$ cat src/include/nvk_defines.vh
// Purpose: Register offsets, field positions, reset values and key constants.
// Assumes: APB byte addresses equal to four times the register index.
// Notes: Definitions only.
`ifndef NVK_DEFINES_VH
`define NVK_DEFINES_VH

`define NVK_IDX_CTRL1 3'h0
`define NVK_IDX_CTRL2 3'h1
`define NVK_IDX_PKEY 3'h2
`define NVK_IDX_DKEY 3'h3
`define NVK_IDX_STAT 3'h4
`define NVK_IDX_IMASK 3'h5
`define NVK_IDX_ISTAT 3'h6
`define NVK_ADDR_LSB 2
`define NVK_ADDR_MSB 4

`define NVK_CTRL1_RST 8'h00
`define NVK_CTRL1_MASK 8'h0F
`define NVK_CTRL2_RST 8'h00
`define NVK_CTRL2_MASK 8'hF1
`define NVK_STAT_RST 8'h40
`define NVK_ZERO_BYTE 8'h00

`define NVK_BIT_IE 1
`define NVK_BIT_HVD 6
`define NVK_BIT_DUL 3
`define NVK_BIT_OPD 2
`define NVK_BIT_PUL 1
`define NVK_BIT_PWA 0

`define NVK_EV_OPD 0
`define NVK_EV_PWA 1
`define NVK_EV_PUL 2
`define NVK_EV_DUL 3
`define NVK_EV_W 4

`define NVK_PKEY1 8'h56
`define NVK_PKEY2 8'hAE
`define NVK_DKEY1 8'hAE
`define NVK_DKEY2 8'h56

`endif

$ cat src/hdl/nvk_regs.v
// Purpose: Key, control and status register bank of a memory programming interface.
// Assumes: APB slave, one wait state, 8-bit registers in the low byte of each word.
// Notes: The programming sequencer sits outside and drives the done/HV/violation inputs.
`timescale 1ns/1ps
`include "nvk_defines.vh"
module nvk_regs #(
  parameter [7:0] PROG_KEY_FIRST = `NVK_PKEY1,
  parameter [7:0] PROG_KEY_SECOND = `NVK_PKEY2,
  parameter [7:0] DATA_KEY_FIRST = `NVK_DKEY1,
  parameter [7:0] DATA_KEY_SECOND = `NVK_DKEY2
) (
  input wire ref_clk,
  input wire reset,
  input wire psel,
  input wire penable,
  input wire pwrite,
  input wire [31:0] paddr,
  input wire [31:0] pwdata,
  input wire [3:0] pstrb,
  output reg [31:0] prdata,
  output reg pready,
  output reg pslverr,
  input wire opDone,
  input wire opStart,
  input wire highVoltageOn,
  input wire protWrite,
  output reg memIrq,
  output reg eventIrq,
  output reg [7:0] ctrlOne,
  output reg [7:0] ctrlTwo,
  output reg programUnlocked,
  output reg dataUnlocked
);
  // ****************************************************************
  // Bus decode
  // ****************************************************************
  wire [2:0] regIdx = paddr[`NVK_ADDR_MSB:`NVK_ADDR_LSB];
  wire addrHigh = |paddr[31:`NVK_ADDR_MSB + 1];
  wire mapped = !addrHigh && (regIdx <= `NVK_IDX_ISTAT);
  // Access-phase acceptance; the answer comes one cycle after the first access cycle.
  wire accessNow = psel && penable && !pready;
  wire wrNow = accessNow && pwrite && mapped && pstrb[0];
  wire rdNow = accessNow && !pwrite && mapped;
  wire [7:0] wb = pwdata[7:0];

  reg [7:0] ctrlOne_q;
  reg [7:0] ctrlTwo_q;
  reg hvDone_q;
  reg dul_q;
  reg opd_q;
  reg pul_q;
  reg pwa_q;
  reg [`NVK_EV_W-1:0] evStat_q;
  reg [`NVK_EV_W-1:0] evMask_q;
  wire pulPulse;
  wire dulPulse;

  // ****************************************************************
  // Key checkers
  // ****************************************************************
  nvk_key_seq #(
    .KEY_FIRST(PROG_KEY_FIRST),
    .KEY_SECOND(PROG_KEY_SECOND),
    .ONE_SHOT(1)
  ) progKeys (
    .ref_clk(ref_clk),
    .reset(reset),
    .keyWr(wrNow && regIdx == `NVK_IDX_PKEY),
    .keyByte(wb),
    .unlockPulse(pulPulse)
  );

  // Wrong data keys may be retried without a reset.
  nvk_key_seq #(
    .KEY_FIRST(DATA_KEY_FIRST),
    .KEY_SECOND(DATA_KEY_SECOND),
    .ONE_SHOT(0)
  ) dataKeys (
    .ref_clk(ref_clk),
    .reset(reset),
    .keyWr(wrNow && regIdx == `NVK_IDX_DKEY),
    .keyByte(wb),
    .unlockPulse(dulPulse)
  );

  // ****************************************************************
  // Status image
  // ****************************************************************
  reg [7:0] statImage;
  always @* begin
    statImage = `NVK_ZERO_BYTE;
    statImage[`NVK_BIT_HVD] = hvDone_q;
    statImage[`NVK_BIT_DUL] = dul_q;
    statImage[`NVK_BIT_OPD] = opd_q;
    statImage[`NVK_BIT_PUL] = pul_q;
    statImage[`NVK_BIT_PWA] = pwa_q;
  end

  reg [7:0] rdByte;
  always @* begin
    case (regIdx)
      `NVK_IDX_CTRL1: rdByte = ctrlOne_q;
      `NVK_IDX_CTRL2: rdByte = ctrlTwo_q;
      `NVK_IDX_PKEY: rdByte = `NVK_ZERO_BYTE;
      `NVK_IDX_DKEY: rdByte = `NVK_ZERO_BYTE;
      `NVK_IDX_STAT: rdByte = statImage;
      `NVK_IDX_IMASK: rdByte = {{(8 - `NVK_EV_W){1'b0}}, evMask_q};
      `NVK_IDX_ISTAT: rdByte = {{(8 - `NVK_EV_W){1'b0}}, evStat_q};
      default: rdByte = `NVK_ZERO_BYTE;
    endcase
  end

  wire statRead = rdNow && regIdx == `NVK_IDX_STAT;
  wire statWrite = wrNow && regIdx == `NVK_IDX_STAT;
  wire opdSetNow = opDone && !opd_q;
  wire pwaSetNow = protWrite && !pwa_q;
  wire [`NVK_EV_W-1:0] evIn = {dulPulse, pulPulse, pwaSetNow, opdSetNow};

  // ****************************************************************
  // Register state
  // ****************************************************************
  always @(posedge ref_clk) begin
    if (reset) begin
      ctrlOne_q <= `NVK_CTRL1_RST;
      ctrlTwo_q <= `NVK_CTRL2_RST;
      hvDone_q <= 1'b1;
      dul_q <= 1'b0;
      opd_q <= 1'b0;
      pul_q <= 1'b0;
      pwa_q <= 1'b0;
      evStat_q <= {`NVK_EV_W{1'b0}};
      evMask_q <= {`NVK_EV_W{1'b0}};
    end else begin
      hvDone_q <= !highVoltageOn;
      if (wrNow && regIdx == `NVK_IDX_CTRL1) begin
        ctrlOne_q <= wb & `NVK_CTRL1_MASK;
      end
      if (wrNow && regIdx == `NVK_IDX_CTRL2) begin
        ctrlTwo_q <= wb & `NVK_CTRL2_MASK;
      end
      // Clear-by-zero flags: the hardware set wins over a same-cycle clear.
      if (dulPulse) begin
        dul_q <= 1'b1;
      end else if (statWrite && !wb[`NVK_BIT_DUL]) begin
        dul_q <= 1'b0;
      end
      if (pulPulse) begin
        pul_q <= 1'b1;
      end else if (statWrite && !wb[`NVK_BIT_PUL]) begin
        pul_q <= 1'b0;
      end
      if (opDone) begin
        opd_q <= 1'b1;
      end else if (statRead || opStart) begin
        opd_q <= 1'b0;
      end
      if (protWrite) begin
        pwa_q <= 1'b1;
      end else if (statRead) begin
        pwa_q <= 1'b0;
      end
      if (wrNow && regIdx == `NVK_IDX_IMASK) begin
        evMask_q <= wb[`NVK_EV_W-1:0];
      end
      if (wrNow && regIdx == `NVK_IDX_ISTAT) begin
        evStat_q <= (evStat_q & ~wb[`NVK_EV_W-1:0]) | evIn;
      end else begin
        evStat_q <= evStat_q | evIn;
      end
    end
  end

  // ****************************************************************
  // Bus answer and outputs
  // ****************************************************************
  always @(posedge ref_clk) begin
    if (reset) begin
      prdata <= 32'h00000000;
      pready <= 1'b0;
      pslverr <= 1'b0;
      memIrq <= 1'b0;
      eventIrq <= 1'b0;
      ctrlOne <= `NVK_CTRL1_RST;
      ctrlTwo <= `NVK_CTRL2_RST;
      programUnlocked <= 1'b0;
      dataUnlocked <= 1'b0;
    end else begin
      pready <= accessNow;
      pslverr <= accessNow && !mapped;
      if (rdNow) begin
        prdata <= {24'h000000, rdByte};
      end else begin
        prdata <= 32'h00000000;
      end
      // The request follows the flags with one register stage.
      memIrq <= ctrlOne_q[`NVK_BIT_IE] && (opd_q || pwa_q);
      eventIrq <= |(evStat_q & evMask_q);
      ctrlOne <= ctrlOne_q;
      ctrlTwo <= ctrlTwo_q;
      programUnlocked <= pul_q;
      dataUnlocked <= dul_q;
    end
  end
endmodule

$ cat src/hdl/nvk_key_seq.v
// Purpose: Two-byte unlock key sequence checker.
// Assumes: One write pulse per key byte.
// Notes: One-shot mode forbids further unlocking after any success or failure.
`timescale 1ns/1ps
module nvk_key_seq #(
  parameter [7:0] KEY_FIRST = 8'h56,
  parameter [7:0] KEY_SECOND = 8'hAE,
  parameter ONE_SHOT = 0
) (
  input wire ref_clk,
  input wire reset,
  input wire keyWr,
  input wire [7:0] keyByte,
  output reg unlockPulse
);
  reg gotFirst_q;
  reg dead_q;

  always @(posedge ref_clk) begin
    if (reset) begin
      gotFirst_q <= 1'b0;
      dead_q <= 1'b0;
      unlockPulse <= 1'b0;
    end else begin
      unlockPulse <= 1'b0;
      if (keyWr && !dead_q) begin
        if (!gotFirst_q) begin
          if (keyByte == KEY_FIRST) begin
            gotFirst_q <= 1'b1;
          end else if (ONE_SHOT != 0) begin
            dead_q <= 1'b1;
          end
        end else begin
          gotFirst_q <= 1'b0;
          // Both bytes must match in order before the unlock fires.
          if (keyByte == KEY_SECOND) begin
            unlockPulse <= 1'b1;
            if (ONE_SHOT != 0) begin
              dead_q <= 1'b1;
            end
          end else if (ONE_SHOT != 0) begin
            dead_q <= 1'b1;
          end
        end
      end
    end
  end
endmodule

$ cat config.mk
export PLATFORM = sky130hd
export DESIGN_NAME = nvk_regs
export DESIGN_NICKNAME = d
export VERILOG_FILES = /design/src/hdl/nvk_regs.v /design/src/hdl/nvk_key_seq.v
export VERILOG_INCLUDE_DIRS = /design/src /design/src/include
export SDC_FILE = /design/constraint.sdc
export NUM_CORES = 1
export LEC_CHECK = 0
export BUFFER_PORTS_ARGS = -buffer_cell sky130_fd_sc_hd__buf_2
export CAP_MARGIN = 20
export CORE_MARGIN = 2
export CORE_UTILIZATION = 49
export DETAILED_ROUTE_END_ITERATION = 6
export GPL_TIMING_DRIVEN = 0
export HOLD_SLACK_MARGIN = 0.02
export PLACE_DENSITY = 0.91
export RECOVER_POWER = 50
export SYNTH_ARGS = -nofsm -noshare
export SYNTH_HDL_FRONTEND = slang
export SYNTH_HIERARCHICAL = 1
export SYNTH_SLANG_ARGS = --single-unit
$ cat constraint.sdc
create_clock -name ref_clk -period 7.8 [get_ports ref_clk]
set_clock_uncertainty 0.1 [all_clocks]
set_input_delay 1.56 -clock ref_clk [delete_from_list [all_inputs] [get_ports ref_clk]]
set_output_delay 1.56 -clock ref_clk [all_outputs]
set_load 0.02 [all_outputs]
# Word level (Yosys, flattened, before mapping)
# Cells that the tools add are included.
# word_totals
rom_bits	0
in_bits	77
latchBits	0
wordCells	106
register_bits	74
out_inout_bits	54
mem_count	0
ram_bits	0
# classes
shift	0
div_mod_pow	0
add_sub_neg	0
mul	0
n_eq_ne	9
n_reduce_logical	46
n_lt_le_gt_ge	1
n_mux	16
bitwise_logic	10
# op_table
cell	count
$pmux W8 S5	1
$reduce_or A27 Y1	1
$logic_and A1 B1 Y1	23
$mux W1	14
$logic_not A1 Y1	10
$eq A3 B3 Y1 const B	3
$and A4 B4 Y4	2
$eq A8 B7 Y1 const B	1
$eq A8 B8 Y1 const B	1
$or A4 B4 Y4	2
$reduce_bool A2 Y1	4
$eq A3 B2 Y1 const B	2
$reduce_or A3 Y1	2
$not A1 Y1	5
$mux W4	1
$not A4 Y4	1
$reduce_or A4 Y1	1
$eq A3 B1 Y1 const B	1
$le A3 B3 Y1 const B	1
$logic_not A3 Y1	1
$logic_or A1 B1 Y1	2
$ne A2 B2 Y1 const B	1
$reduce_and A2 Y1	1
$reduce_or A2 Y1	1

# Depth between registers and ports, before layout
# depth
depth_word	9
mapped_depth	8

# By module
# The synthesis kept the hierarchy.
# modules_own_cells
module	n_inst	area_per_inst_um2	cells_each	seq_area_each_um2
nvk_regs	1	2250.9	225	900.9
nvk_key_seq at progKeys	1	163.9	17	60.1
nvk_key_seq at dataKeys	1	107.6	10	40.0

# Least setup slack after synthesis
# Ideal clock, no wire load.
# synth_timing
path_kind	input-to-reg
startpoint	input port paddr[20]
endpoint	register progKeys.unlockPulse
t_arrival_ps	3490
path_stages	8
path_buffers	1
path_slack_ps	4137
cell_sequence	nor4_1 nand2_2 or3_1 buf_2 nor3b_1 nand2b_4 or3_1 nor3_2
# synth_via
elab_chain_len	9
# synth_lines
item	line	text
start, declared	nvk_regs.v:17	input wire [31:0] paddr,
$reduce_or A27 Y1	nvk_regs.v:38	wire addrHigh = |paddr[31:`NVK_ADDR_MSB + 1];
$logic_not A1 Y1	nvk_regs.v:39	wire mapped = !addrHigh && (regIdx <= `NVK_IDX_ISTAT);
$logic_and A1 B1 Y1	nvk_regs.v:39	
$logic_and A1 B1 Y1 (2 in a row)	nvk_regs.v:42	wire wrNow = accessNow && pwrite && mapped && pstrb[0];
$logic_and A1 B1 Y1 (no source line)	-	
$logic_and A1 B1 Y1	nvk_key_seq.v:26	if (keyWr && !dead_q) begin
$not A1 Y1 (no source line)	-	
$reduce_or A3 Y1 (no source line)	-	
end signal, assigned	nvk_key_seq.v:23	unlockPulse <= 1'b0;
end signal, assigned	nvk_key_seq.v:25	unlockPulse <= 1'b0;
end signal, assigned	nvk_key_seq.v:37	unlockPulse <= 1'b1;
end, declared	nvk_key_seq.v:14	output reg unlockPulse
# No other way between the ends.
# A chain may end at the register's enable or synchronous reset.

# Final worst setup path
# Ends and elaborated chain as after synthesis.

==> results by stage <==
Status:
- The flow ran to the end, and the final reports show no timing, DRC or antenna violations.

Worst setup path:
- Data on the critical path arrives at its endpoint at 3.85 ns.
- The category of the worst setup path launch point is an input pin.
- The required time reported for the critical path endpoint is 7.92 ns.
- The critical path in this run is classified as in2reg.
- For flop-to-flop paths, the worst setup slack is 5.69 ns.
- The number of cells on the worst reg-to-reg path is 6.
- The highest net fanout along the worst path is 8.
- The critical register-to-register path startpoint is pready.
- The endpoint identified for the worst register-to-register timing path is progKeys/unlockPulse.
- The critical path capture point type is a flip-flop.

Synthesis:
- A synthesized cell averages 10.0 um^2.
- The share of the synthesized area in the top cell type is 39.7%.
- sky130_fd_sc_hd__dfxtp_1 takes more of the synthesized area than any other cell.
- During synthesis, Yosys emitted a total of 6 warnings.
- After synthesis, the most frequently instantiated cells are sky130_fd_sc_hd__dfxtp_1 (50), sky130_fd_sc_hd__buf_4 (31), sky130_fd_sc_hd__nand2b_1 (19), sky130_fd_sc_hd__nor2_1 (14), sky130_fd_sc_hd__nor2b_1 (13).
- The flip-flop and latch count after synthesis is 50.
- The post-synthesis instance area is 2520 um^2.
- After technology mapping, the gate count stands at 252.
- Yosys attributes the largest share of cell area to sky130_fd_sc_hd__dfxtp_1 (40%), sky130_fd_sc_hd__buf_4 (9.2%), sky130_fd_sc_hd__nor4_4 (5.9%).
- The commonest register cell after synthesis is sky130_fd_sc_hd__dfxtp_1.
- The synthesized design contains 0 enable-type register cells.
- Summing the sequential cell areas from Yosys gives 39.7% of the chip area.
- The async set-or-reset flop fraction in the synthesized netlist is 0%.
- The post-synthesis cell type count is 45.
- The library cell with the highest instance count after synthesis is sky130_fd_sc_hd__dfxtp_1.

STA:
- In this run the tightest slew margin relative to its limit is 47.3%.
- The final number of setup-violating endpoints is 0.
- The max-slew violation total from the final report came to 0.
- The worst setup slack after layout is 4.07 ns.
- The slew at the pin closest to its max-slew limit is 0.783 ns.
- In the finished design, the share of the clock period the worst path needs comes to 47.8%.
- The final number of hold-violating endpoints was 0.
- Based on the critical path, the design can be clocked at up to 268 MHz.
- Setup repair after global routing left no endpoint under its margin.
- The clock period could shrink to 3.73 ns.
- The setup TNS is 0 ns.

Clock network:
- Buffers inserted to repair hold after CTS numbered 0.
- The number of cells upsized or downsized after cts is 0.
- In this run the clock root is driven by a sky130_fd_sc_hd__clkbuf_8.
- TritonCTS built the clock tree.
- The H-tree level count is 2.
- The post-CTS setup buffer count is 0.
- The clock-pin slew reported for the worst setup and hold paths after clock tree synthesis is 0.08 ns.
- Clock tree synthesis inserted a total of 5 buffers.
- Counting along the longest clock path gives a buffer depth of 2.
- The clock latency of the later-clocked register in the worst-skew pair is 0.29 ns.
- The number of clock sinks is 50.

Floorplanning:
- The floorplan step defined a die boundary enclosing 5740 um^2.
- The I/O pin total is 131.
- The standard cell core area is 5040 um^2.
- The number of cell rows is 26.
- The initial utilization of the core area, before any placement, comes to 50.0%.
- The chip width is 75.8 um.
- The vertical extent of the die is 75.8 um.

Final layout:
- The finished layout holds 429 standard cells, fillers aside.
- The growth of design area from synthesis to finish is 25.1%.
- The repair_antennas step left the layout with diodes totalling 0.
- The total number of nets in the final design is 436.
- The post-route cell area is 3160 um^2.
- In the final layout, the share of cells above drive strength 1 is 31.2%.

Place:
- At the end of routability-driven placement, the weighted congestion stood at 0.882.
- The worst setup timing slack at the placement stage is 3.74 ns.
- The area after detailed placement is 3070 um^2.
- The number of placed cells counting well taps is 422.
- The detailed placer's ending HPWL is 4450 um.
- Input and output buffers added on the ports amount to 70.

Power:
- The static leakage is 0.00138 uW.
- IR analysis of the VDD net gives a maximum drop of 100 uV.
- The power density relative to cell area is 161 nW/um^2.

Global routing:
- The pin count of the biggest net entering global routing is 15.
- The wire length of the first global-routing pass is 7920 um.
- The via count of the first global-routing pass is 1743.
- The final global-route overflow total is 0.
- The overall global routing resource usage is 18.2%.
- The initial antenna violation count is 0.

Route:
- The number of optimization iterations in the first detailed-route pass is 4.
- The DRC marker count from the first detailed-route iteration is 117.
- The average wire length per cell after detail routing is 12.8 um.
- The number of vias in the routed layout is 2075.
- The number of antenna-violating nets in the routed design is 0.
- The wire length reported by the detailed router is 5500 um.
- The DRC violation count after routing is 0.
- In the routed layout, each cell is associated on average with a via count of 4.84.

Min path:
- For hold timing, the worst endpoint is ctrlOne[0].
- Counting instances, the worst hold path has a depth of 2.
- The startpoint identified for the worst hold timing path is ctrlOne_q[0].
- The worst hold path belongs to the class reg2reg.

Flow run:
- The tool flagged a number of max-cap violations equal to 0.
state kept, by name, summed over array words and instances (netlist names), 4 cells and up:
register and flops:
evMask_q 4, ctrlOne_q 4, prdata 8, ctrlOne 4, evStat_q 4, ctrlTwo 5
ctrlTwo_q 5
cells by family (layout without fill, tap and decap cells):
| kind of cell | after synthesis | in the layout | share of synthesized area [%] |
|---|---|---|---|
| other | 1 | 31 | 0.149 |
| buffers and inverters | 49 | 126 | 12.0 |
| AOI/OAI and AO/OA | 24 | 24 | 6.85 |
| DFF | 50 | 50 | 39.7 |
| muxes | 17 | 17 | 7.09 |
| and+or+nand+nor | 111 | 111 | 34.2 |
worst max-delay path, cell delays in order:
cell,delay (ns)
sky130_fd_sc_hd__buf_2,0.09
sky130_fd_sc_hd__nor4_1,0.34
sky130_fd_sc_hd__nand2_2,0.23
sky130_fd_sc_hd__or3_1,0.38
sky130_fd_sc_hd__buf_2,0.16
sky130_fd_sc_hd__nor3b_1,0.48
sky130_fd_sc_hd__nand2b_4,0.09
sky130_fd_sc_hd__or3_1,0.33
sky130_fd_sc_hd__nor3_2,0.18
routing by layer:
| layer | GRT usage (%) | wire, um | up-vias |
|---|---|---|---|
| met5 | 0 | 0 | - |
| met4 | 6.43 | 73 | 0 |
| met3 | 1.72 | 341 | 7 |
| met2 | 30.9 | 2580 | 85 |
| met1 | 23.9 | 2510 | 931 |
| li1 | - | - | 1052 |
layout by cell type, fill, tap and decap left out, types with 7 or more instances in the layout:
cell | netlist | routed
sky130_fd_sc_hd__conb_1 | 1 | 31
sky130_fd_sc_hd__inv_1 | 10 | 10
sky130_fd_sc_hd__nor4_4 | 7 | 7
sky130_fd_sc_hd__nor2_1 | 14 | 14
sky130_fd_sc_hd__buf_2 | 2 | 48
sky130_fd_sc_hd__nor2b_1 | 13 | 13
sky130_fd_sc_hd__clkbuf_1 | 6 | 30
sky130_fd_sc_hd__nor3_1 | 8 | 8
sky130_fd_sc_hd__dfxtp_1 | 50 | 50
sky130_fd_sc_hd__mux2_2 | 7 | 7
sky130_fd_sc_hd__buf_4 | 31 | 31
sky130_fd_sc_hd__nand2b_1 | 19 | 19
sky130_fd_sc_hd__mux2i_1 | 10 | 10
worst max path at each step:
stage	startpoint	endpoint	slack (ns)	depth (start not counted)
3_5_place_dp	paddr[15]	progKeys/unlockPulse	3.74	9
2_1_floorplan	paddr[20]	progKeys/unlockPulse	4.14	8
3_3_place_gp	paddr[15]	progKeys/unlockPulse	3.80	9
5_1_grt	paddr[20]	progKeys/unlockPulse	3.86	9
6_report	paddr[20]	progKeys/unlockPulse	4.07	9
4_1_cts	paddr[20]	progKeys/unlockPulse	4.04	9
layout make-up:
type	count	area, um^2
clock inverter	1	30.0
multi-input combinational	183	1330
tap	70	87.6
inverter	10	37.5
sequential	50	1000
clock buffer	6	82.6
fill	431	1890
timing repair buffer	70	320
buffer	39	265
metrics by stage:
| stage | util [%] | power, uW | hold WS (ns) |
|---|---|---|---|
| after floorplan | - | 310 | 0.335 |
| after global placement | 60.9 | 334 | 0.358 |
| after detailed placement | 60.9 | 335 | 0.361 |
| after CTS | 63.2 | 514 | 0.381 |
| after global routing | 62.6 | 530 | 0.385 |
| final | 62.6 | 509 | 0.378 |
report_power, final:
part	internal (uW)	switching, uW
clock	103	77.7
combinational	29.9	39.9
sequential	257	2.08
Note: power is estimated with default switching activity, not from simulation.
